**config.mk**
```make
export PLATFORM = sky130hd
export DESIGN_NAME = drl_top
export DESIGN_NICKNAME = d
export VERILOG_FILES = /design/src/verilog/drl_pkg.sv /design/src/verilog/drl_sync.sv /design/src/verilog/drl_top.sv
export SDC_FILE = /design/constraint.sdc
export NUM_CORES = 1
export LEC_CHECK = 0
export BUFFER_PORTS_ARGS = -buffer_cell sky130_fd_sc_hd__buf_2
export CAP_MARGIN = 20
export CORE_MARGIN = 5
export CORE_UTILIZATION = 31
export DETAILED_ROUTE_END_ITERATION = 10
export PLACE_DENSITY = 0.53
export REMOVE_ABC_BUFFERS = 1
export SYNTH_ARGS = -nofsm -noshare
export SYNTH_HDL_FRONTEND = slang
export SYNTH_SLANG_ARGS = --single-unit
```
**constraint.sdc**
```tcl
create_clock -name sys_clk_in -period 1.45 [get_ports sys_clk_in]
set_input_delay 0.29 -clock sys_clk_in [delete_from_list [all_inputs] [get_ports sys_clk_in]]
set_output_delay 0.29 -clock sys_clk_in [all_outputs]
set_load 0.05 [all_outputs]
```
**src/verilog/drl_pkg.sv**
```systemverilog
// package: ddr read latency table, opcodes, offsets and reset values
package drl_pkg;

  // ----------------------------------------------------------------
  // ddr read opcodes (3-byte / 4-byte address)
  // ----------------------------------------------------------------
  localparam logic [7:0] DRL_OP_FAST3 = 8'h0D;
  localparam logic [7:0] DRL_OP_FAST4 = 8'h0E;
  localparam logic [7:0] DRL_OP_DUAL3 = 8'hBD;
  localparam logic [7:0] DRL_OP_DUAL4 = 8'hBE;
  localparam logic [7:0] DRL_OP_QUAD3 = 8'hED;
  localparam logic [7:0] DRL_OP_QUAD4 = 8'hEE;

  // ----------------------------------------------------------------
  // command kinds, index the mode/dummy pairs of a table row
  // ----------------------------------------------------------------
  localparam logic [1:0] DRL_KIND_FAST = 2'h0;
  localparam logic [1:0] DRL_KIND_DUAL = 2'h1;
  localparam logic [1:0] DRL_KIND_QUAD = 2'h2;
  localparam logic [1:0] DRL_KIND_NONE = 2'h3;

  // ----------------------------------------------------------------
  // latency table layout
  // ----------------------------------------------------------------
  localparam int         DRL_TBL_LEN   = 44;
  localparam int         DRL_ROWS      = 4;
  localparam logic [5:0] DRL_ROW_FIRST = 6'h0C;
  localparam logic [5:0] DRL_ROW_LEN   = 6'h08;
  localparam logic [5:0] DRL_OFS_FREQ  = 6'h00;
  localparam logic [5:0] DRL_OFS_CODE  = 6'h01;
  localparam logic [5:0] DRL_OFS_MODE  = 6'h02;
  localparam logic [5:0] DRL_OFS_DUMMY = 6'h03;

  // published parameter bytes; row order: codes 11b, 00b, 01b, 10b
  localparam logic [7:0] DRL_TBL [DRL_TBL_LEN] = '{
    8'h9A, 8'h2A, 8'h05, 8'h08, 8'h46, 8'h43,
    DRL_OP_FAST3, DRL_OP_FAST4, DRL_OP_DUAL3, DRL_OP_DUAL4,
    DRL_OP_QUAD3, DRL_OP_QUAD4,
    8'h32, 8'h03, 8'h00, 8'h04, 8'h00, 8'h04, 8'h01, 8'h03,
    8'h42, 8'h00, 8'h00, 8'h05, 8'h00, 8'h06, 8'h01, 8'h06,
    8'h42, 8'h01, 8'h00, 8'h06, 8'h00, 8'h07, 8'h01, 8'h07,
    8'h42, 8'h02, 8'h00, 8'h07, 8'h00, 8'h08, 8'h01, 8'h08
  };

  // ----------------------------------------------------------------
  // reset values
  // ----------------------------------------------------------------
  localparam logic [3:0] DRL_CYC_RST  = 4'h0;
  localparam logic [4:0] DRL_CNT_RST  = 5'h00;
  localparam logic [7:0] DRL_BYTE_RST = 8'h00;

  typedef enum logic [1:0] {
    DRL_ST_IDLE,
    DRL_ST_WAIT,
    DRL_ST_DATA
  } drl_state_t;

endpackage : drl_pkg

```
**src/verilog/drl_sync.sv**
```systemverilog
// three-stage synchroniser with agreement filter for one pin
module drl_sync (
  input  wire logic sys_clk_in,
  input  wire logic nrst_in,
  input  wire logic rst_val_in,
  input  wire logic pin_in,
  output logic      level_out
);

  logic s1_q;
  logic s2_q;
  logic s3_q;
  logic lvl_q;

  // stages carry pin xor its idle level: the constant all-zero reset
  // then reads back as idle, so no false select follows reset
  // s1_q is read only by s2_q
  always_ff @(posedge sys_clk_in or negedge nrst_in) begin
    if (!nrst_in) begin
      s1_q <= 1'b0;
      s2_q <= 1'b0;
      s3_q <= 1'b0;
    end else begin
      s1_q <= pin_in ^ rst_val_in;
      s2_q <= s1_q;
      s3_q <= s2_q;
    end
  end

  // level moves only once stages two and three agree
  always_ff @(posedge sys_clk_in or negedge nrst_in) begin
    if (!nrst_in) begin
      lvl_q <= 1'b0;
    end else if (s2_q == s3_q) begin
      lvl_q <= s3_q;
    end
  end

  assign level_out = lvl_q ^ rst_val_in;

endmodule : drl_sync

```
**src/verilog/drl_top.sv**
```systemverilog
// ddr read latency selector: mode/dummy counts, wait counter, table
//
// Function
// code 11b to 50 MHz: fast, dual 0 mode 4 dummy; quad 1 mode 3
// code 00b to 66 MHz: fast 0/5, dual 0/6, quad 1/6 mode/dummy
// code 01b to 66 MHz: fast 0/6, dual 0/7, quad 1/7 mode/dummy
// code 10b to 66 MHz: fast 0/7, dual 0/8, quad 1/8 mode/dummy
// table readable as query parameter with identifier 9Ah
// ddr opcodes: fast 0Dh/0Eh, dual BDh/BEh, quad EDh/EEh
// host picks a fitting code and counts the same cycles
module drl_top
  import drl_pkg::*;
(
  input  wire logic       sys_clk_in,
  input  wire logic       nrst_in,
  input  wire logic       sck_in,
  input  wire logic       cs_n_in,
  input  wire logic       cmd_valid_in,
  input  wire logic [7:0] opcode_in,
  input  wire logic [1:0] lat_code_in,
  input  wire logic [5:0] tbl_addr_in,
  output logic            cmd_ddr_out,
  output logic [3:0]      mode_cyc_out,
  output logic [3:0]      dummy_cyc_out,
  output logic [7:0]      freq_limit_out,
  output logic            wait_busy_out,
  output logic            data_phase_out,
  output logic [7:0]      tbl_data_out
);

  // ----------------------------------------------------------------
  // decode functions
  // ----------------------------------------------------------------
  function automatic logic [1:0] op_kind(input logic [7:0] op);
    logic [1:0] k;
    k = DRL_KIND_NONE;
    if (op == DRL_OP_FAST3 || op == DRL_OP_FAST4) k = DRL_KIND_FAST;
    if (op == DRL_OP_DUAL3 || op == DRL_OP_DUAL4) k = DRL_KIND_DUAL;
    if (op == DRL_OP_QUAD3 || op == DRL_OP_QUAD4) k = DRL_KIND_QUAD;
    return k;
  endfunction : op_kind

  // row start holding the given latency code
  function automatic logic [5:0] row_base(input logic [1:0] code);
    logic [5:0] b;
    logic [5:0] a;
    b = DRL_ROW_FIRST;
    for (int r = 0; r < DRL_ROWS; r++) begin
      a = DRL_ROW_FIRST + 6'(r) * DRL_ROW_LEN;
      if (DRL_TBL[a + DRL_OFS_CODE] == {6'h00, code}) b = a;
    end
    return b;
  endfunction : row_base

  function automatic logic [7:0] tbl_byte(input logic [5:0] idx);
    logic [7:0] v;
    v = DRL_BYTE_RST;
    if (int'(idx) < DRL_TBL_LEN) v = DRL_TBL[idx];
    return v;
  endfunction : tbl_byte

  // ----------------------------------------------------------------
  // pin synchronisers
  // ----------------------------------------------------------------
  logic sck_lvl;
  logic cs_n_lvl;
  logic sck_prev_q;
  logic sck_rise;

  drl_sync u_sync_sck (
    .sys_clk_in (sys_clk_in),
    .nrst_in    (nrst_in),
    .rst_val_in (1'b0),
    .pin_in     (sck_in),
    .level_out  (sck_lvl)
  );

  drl_sync u_sync_cs (
    .sys_clk_in (sys_clk_in),
    .nrst_in    (nrst_in),
    .rst_val_in (1'b1),
    .pin_in     (cs_n_in),
    .level_out  (cs_n_lvl)
  );

  always_ff @(posedge sys_clk_in or negedge nrst_in) begin
    if (!nrst_in) begin
      sck_prev_q <= 1'b0;
    end else begin
      sck_prev_q <= sck_lvl;
    end
  end

  assign sck_rise = sck_lvl && !sck_prev_q;

  // ----------------------------------------------------------------
  // latency selection
  // ----------------------------------------------------------------
  logic [1:0] kind_d;
  logic [5:0] base_d;
  logic [5:0] sel_d;
  logic [3:0] mode_d;
  logic [3:0] dummy_d;

  always_comb begin
    kind_d  = op_kind(opcode_in);
    base_d  = row_base(lat_code_in);
    sel_d   = base_d + {3'h0, kind_d, 1'b0};
    mode_d  = DRL_TBL[sel_d + DRL_OFS_MODE][3:0];
    dummy_d = DRL_TBL[sel_d + DRL_OFS_DUMMY][3:0];
    if (kind_d == DRL_KIND_NONE) begin
      mode_d  = DRL_CYC_RST;
      dummy_d = DRL_CYC_RST;
    end
  end

  always_ff @(posedge sys_clk_in or negedge nrst_in) begin
    if (!nrst_in) begin
      cmd_ddr_out    <= 1'b0;
      mode_cyc_out   <= DRL_CYC_RST;
      dummy_cyc_out  <= DRL_CYC_RST;
      freq_limit_out <= DRL_BYTE_RST;
    end else if (cmd_valid_in) begin
      cmd_ddr_out    <= (kind_d != DRL_KIND_NONE);
      mode_cyc_out   <= mode_d;
      dummy_cyc_out  <= dummy_d;
      freq_limit_out <= DRL_TBL[base_d + DRL_OFS_FREQ];
    end
  end

  // ----------------------------------------------------------------
  // wait counter over synchronised sck rising edges
  // ----------------------------------------------------------------
  // sck must be slow enough for three-stage sampling; ddr edges of
  // the data phase are not tracked here, only latency cycles
  drl_state_t state_q;
  logic [4:0] cnt_q;

  always_ff @(posedge sys_clk_in or negedge nrst_in) begin
    if (!nrst_in) begin
      state_q <= DRL_ST_IDLE;
      cnt_q   <= DRL_CNT_RST;
    end else if (cs_n_lvl) begin
      state_q <= DRL_ST_IDLE;
      cnt_q   <= DRL_CNT_RST;
    end else begin
      unique case (state_q)
        DRL_ST_IDLE: begin
          if (cmd_valid_in && kind_d != DRL_KIND_NONE) begin
            state_q <= DRL_ST_WAIT;
            cnt_q   <= {1'b0, mode_d} + {1'b0, dummy_d};
          end
        end
        DRL_ST_WAIT: begin
          if (sck_rise) begin
            cnt_q <= cnt_q - 5'h01;
            if (cnt_q == 5'h01) state_q <= DRL_ST_DATA;
          end
        end
        DRL_ST_DATA: begin
          cnt_q <= DRL_CNT_RST;
        end
        default: begin
          state_q <= DRL_ST_IDLE;
        end
      endcase
    end
  end

  always_ff @(posedge sys_clk_in or negedge nrst_in) begin
    if (!nrst_in) begin
      wait_busy_out  <= 1'b0;
      data_phase_out <= 1'b0;
    end else begin
      wait_busy_out  <= (state_q == DRL_ST_WAIT) && !cs_n_lvl;
      data_phase_out <= (state_q == DRL_ST_DATA) && !cs_n_lvl;
    end
  end

  // ----------------------------------------------------------------
  // query parameter readout
  // ----------------------------------------------------------------
  always_ff @(posedge sys_clk_in or negedge nrst_in) begin
    if (!nrst_in) begin
      tbl_data_out <= DRL_BYTE_RST;
    end else begin
      tbl_data_out <= tbl_byte(tbl_addr_in);
    end
  end
endmodule : drl_top

```
==> flow_results.xml <==
<?xml version="1.0" encoding="UTF-8"?>
<metrics>
  <group name="place">
    <metric name="placer_congestion" unit="">0.892</metric>
    <metric name="portBuffers" unit="">44</metric>
    <metric name="placed_area" unit="mm2">0.00374</metric>
    <metric name="dp_hpwl" unit="um">5680</metric>
  </group>
  <group name="pwr">
    <metric name="leakage_power" unit="nW">2.05</metric>
    <metric name="finalPower" unit="W">0.00383</metric>
    <metric name="power-per-cell-area" unit="mW/mm2">866</metric>
    <metric name="ir_drop" unit="uV">571</metric>
  </group>
  <group name="worst_hold_path">
    <metric name="worstHoldPathCells" unit="">1</metric>
    <metric name="worstHoldPathType" unit="">in -&gt; reg</metric>
  </group>
  <group name="floorplan">
    <metric name="core_region_area" unit="mm2">0.00915</metric>
    <metric name="die_h" unit="um">106</metric>
    <metric name="rows" unit="">35</metric>
    <metric name="start_util" unit="%">31.4</metric>
    <metric name="top_level_ports" unit="">48</metric>
    <metric name="chipWidth" unit="um">106</metric>
    <metric name="die-area" unit="mm2">0.0113</metric>
  </group>
  <group name="cts">
    <metric name="cts_tree" unit="">yes</metric>
    <metric name="ctsHtreeMaxLevel" unit="">2</metric>
    <metric name="clkTransAtPathRegs" unit="ns">0.07</metric>
    <metric name="clock_insertion_delay_worst_skew" unit="ns">0.29</metric>
    <metric name="cts_root_buf" unit="">clkbuf_8</metric>
    <metric name="clock_tree.buffer_depth" unit="">2</metric>
    <metric name="clock_sinks" unit="">39</metric>
    <metric name="cts_buffers" unit="">5</metric>
  </group>
  <group name="global_route">
    <metric name="first_global_vias" unit="">2738</metric>
    <metric name="total_gr_overflow" unit="">0</metric>
    <metric name="grt_max_degree" unit="">21</metric>
    <metric name="global_route.usage.total" unit="%">13.8</metric>
    <metric name="grt_pass1_wl" unit="um">12900</metric>
    <metric name="antenna_violations_before_repair" unit="">0</metric>
  </group>
  <group name="run_status">
    <metric name="outcome" unit="">finished, violations left</metric>
    <metric name="failed_checks" unit="">setup timing</metric>
  </group>
  <group name="finish">
    <metric name="post-route-cell-area" unit="mm2">0.00442</metric>
    <metric name="layout-drive-gt1-share" unit="%">45.7</metric>
    <metric name="area_growth" unit="%">53.8</metric>
    <metric name="n_antenna_cell" unit="">0</metric>
    <metric name="nNetsFinal" unit="">499</metric>
  </group>
  <group name="synthesis">
    <metric name="synth_edf_count" unit="">0</metric>
    <metric name="syn_area_per_cell" unit="um2">8.82</metric>
    <metric name="ys_ff_latch" unit="">39</metric>
    <metric name="netlist_instances" unit="">326</metric>
    <metric name="post_synth_num_cell_types" unit="">61</metric>
    <metric name="async_flop_share" unit="%">100</metric>
    <metric name="synth_area" unit="mm2">0.00288</metric>
    <metric name="dominantRegCellSynth" unit="">dfrtp_1</metric>
    <metric name="yosys_warnings" unit="">0</metric>
    <metric name="seq_area_frac_synth" unit="%">33.9</metric>
  </group>
  <group name="setup_path">
    <metric name="critPathTopFamily" unit="">compound AO/OA/AOI/OAI gates</metric>
    <metric name="end_kind" unit="">flop</metric>
    <metric name="worst-setup-path-type" unit="">in -&gt; reg</metric>
    <metric name="critical_path.max_stage_delay" unit="ns">0.55</metric>
    <metric name="worst_ep_required_time" unit="ns">1.63</metric>
    <metric name="critical_path_depth_in_cells" unit="">18</metric>
    <metric name="worst_setup_path_start_kind" unit="">input pin</metric>
    <metric name="worstPathArrival" unit="ns">3.65</metric>
    <metric name="worstPathCellList" unit="">buf_6 &gt; or4_4 &gt; a211oi_4 &gt; inv_2 &gt; buf_4 &gt; buf_6 &gt; ha_4 &gt; o41ai_4 &gt; o41a_1 &gt; o2111ai_2 &gt; a21oi_2 &gt; nor2_2 &gt; ha_1 &gt; a21o_1 &gt; a21oi_2 &gt; xor2_1 &gt; o22ai_1 &gt; a22o_1</metric>
    <metric name="timing.critical_path.buf_inv" unit="">4</metric>
    <metric name="timing.reg2reg.worst_path_depth" unit="">6</metric>
    <metric name="critical_path_top_delay_cell" unit="">or4_4</metric>
    <metric name="critPathMaxFanout" unit="">3</metric>
  </group>
  <group name="sta">
    <metric name="finalSetupViolations" unit="">16</metric>
    <metric name="worst_slack" unit="ns">-2.03</metric>
    <metric name="max_slew_margin" unit="%">62.9</metric>
    <metric name="max_freq" unit="MHz">288</metric>
    <metric name="final_max_slew_viol_count" unit="">0</metric>
    <metric name="grt_setup_unrepaired" unit="">true</metric>
    <metric name="worstMarginPinSlew" unit="ns">0.548</metric>
    <metric name="timing.final.crit_period" unit="ns">3.48</metric>
    <metric name="fin_skew" unit="ns">0.00747</metric>
    <metric name="share_of_the_clock_period_used_by_the_worst_path_after_layout" unit="%">240</metric>
    <metric name="hold_viol" unit="">0</metric>
  </group>
  <group name="routing">
    <metric name="avgViaCountPerCell" unit="">4.97</metric>
    <metric name="routedWlPerCell" unit="um">13.8</metric>
    <metric name="totalWireLength" unit="um">7810</metric>
    <metric name="vias" unit="">2812</metric>
    <metric name="detail-route-antenna-nets" unit="">0</metric>
    <metric name="drc" unit="">0</metric>
    <metric name="dr.pass1.iters" unit="">4</metric>
    <metric name="detailedRoute.firstIterationViolations" unit="">80</metric>
  </group>
  <group name="run">
    <metric name="drv_cap" unit="">0</metric>
  </group>
</metrics>
[through the flow]
| step | setup WS [ns] | instances | setup TNS (ns) | hold WS (ns) | util [%] |
|---|---|---|---|---|---|
| 3_3_place_gp | -2.56 | 538 | -28.27 | 0.214 | 40.9 |
| 5_1_grt | -2.18 | 566 | -22.46 | 0.0894 | 48.3 |
| 3_5_place_dp | -2.65 | 538 | -28.90 | 0.220 | 40.9 |
| 2_1_floorplan | -2.79 | 304 | -26.95 | -0.00559 | - |
| 6_report | -2.03 | 566 | -20.96 | 0.104 | 48.3 |
| 4_1_cts | -1.98 | 555 | -20.29 | 0.0918 | 46.1 |
[registers in the layout, indices dropped and copies added, names as in the netlist, 2 cells and up]
signal / flops
state_q: 2
dummy_cyc_out: 4
cnt_q: 5
freq_limit_out: 4
mode_cyc_out: 4
tbl_data_out: 8
[worst register-to-register path, delay by kind of cell (launching register included)]
kind,cells,cell delay (ns)
buffers and inverters,1,0.09
AOI/OAI and AO/OA,2,0.57
and+or+nand+nor,2,0.29
DFF,1,0.41
adders and majority gates,1,0.26
[cell type report]
type / count / area [um2]
Clock buffer: 6 / 72.6
Multi-Input combinational cell: 243 / 2060
Sequential cell: 39 / 976
Inverter: 22 / 82.6
Tap cell: 111 / 139
Timing Repair Buffer: 143 / 1030
Fill cell: 832 / 4730
Clock inverter: 2 / 60.1
[cells in the final DEF (no fill, tap or decap), types with 6 or more instances in the layout]
cell type,Yosys,routed
dfrtp_1,39,39
nand2_1,30,27
a21oi_1,16,11
buf_6,0,14
o21ai_0,17,11
nand3_1,7,7
ha_4,0,7
xnor2_1,8,6
nor2_1,22,20
inv_1,21,19
buf_2,0,43
buf_4,4,84
o22ai_1,8,6
ha_1,23,16
nor3_1,9,6
[cells by family (layout without fill, tap and decap cells)]
group           Yosys count  count (layout)  share of synthesized area [%]
simple gates            109             109                           20.3
compound gates           81              81                           19.2
buf+inv                  46             173                           6.53
flops                    39              39                           33.9
fa+ha+maj                27              27                           11.7
xor+xnor                 12              12                           3.66
mux                      11              11                           4.48
other cells               1               3                          0.130
[per-layer routing]
layer	vias to the layer above	track usage, %	part of all wire (%)
met1	1347	18.8	46
met2	53	22.7	49
met4	0	3.61	0.78
met5	-	0	0
li1	1408	-	-
met3	4	2.43	4.1
[worst paths after layout]
| path | start | to | slack (ns) |
|---|---|---|---|
| max | opcode_in[5] | cnt_q[3]$_DFFE_PN0P_ | -2.03 |
| min | sck_in | u_sync_sck.s1_q$_DFF_PN0_ | 0.10 |
| max reg2reg | state_q[0]$_DFFE_PN0P_ | cnt_q[3]$_DFFE_PN0P_ | -0.27 |
| min reg2reg | u_sync_cs.s1_q$_DFF_PN0_ | u_sync_cs.s2_q$_DFF_PN0_ | 0.35 |
| max in group asynchronous | nrst_in | tbl_data_out[2]$_DFF_PN0_ | 0.59 |
| min in group asynchronous | nrst_in | dummy_cyc_out[1]$_DFFE_PN0P_ | 0.43 |
[synthesized netlist by cell type (3+ instances only)]
cell type  instances  area, um2
xnor2_1            8       70.1
a22o_1             3       26.3
o41ai_1            3       26.3
mux2i_1            5       50.1
ha_1              23        288
o21ai_0           17       85.1
nand3_1            7       35.0
inv_1             21       78.8
nor3_1             9       45.0
a211oi_1           4       30.0
o21a_1             3       22.5
a31oi_1            4       25.0
nand2b_1           6       37.5
o31ai_1            3       22.5
a21oi_1           16       80.1
clkbuf_1          18       67.6
and2_1             4       25.0
buf_4              4       30.0
xor2_1             4       35.0
o22ai_1            8       50.1
nor2b_1            5       31.3
nand2_1           30        113
nor2_1            22       82.6
maj3_1             3       30.0
dfrtp_1           39        976
mux2_2             5       56.3
o211ai_1           4       30.0
nand3b_1           5       37.5
nor4_1             3       18.8
[power by group]
group | switching (W) | internal (W) | total [W]
combinational | 0.000842 | 0.000697 | 0.00154
clock | 0.000365 | 0.000688 | 0.00105
sequential | 0.0000579 | 0.00118 | 0.00124
total | 0.00127 | 0.00257 | 0.00383
[what timing repair did]
item / in CTS / in global routing
pin swaps: 35 / 17
buffers inserted: 8 / 12
hold endpoints to repair: 12 / 0
endpoints found under the setup margin: 16 / 16
hold buffers: 1 / 0
gates resized for setup: 61 / 22
No activity file was read; power rests on OpenSTA's default activity.
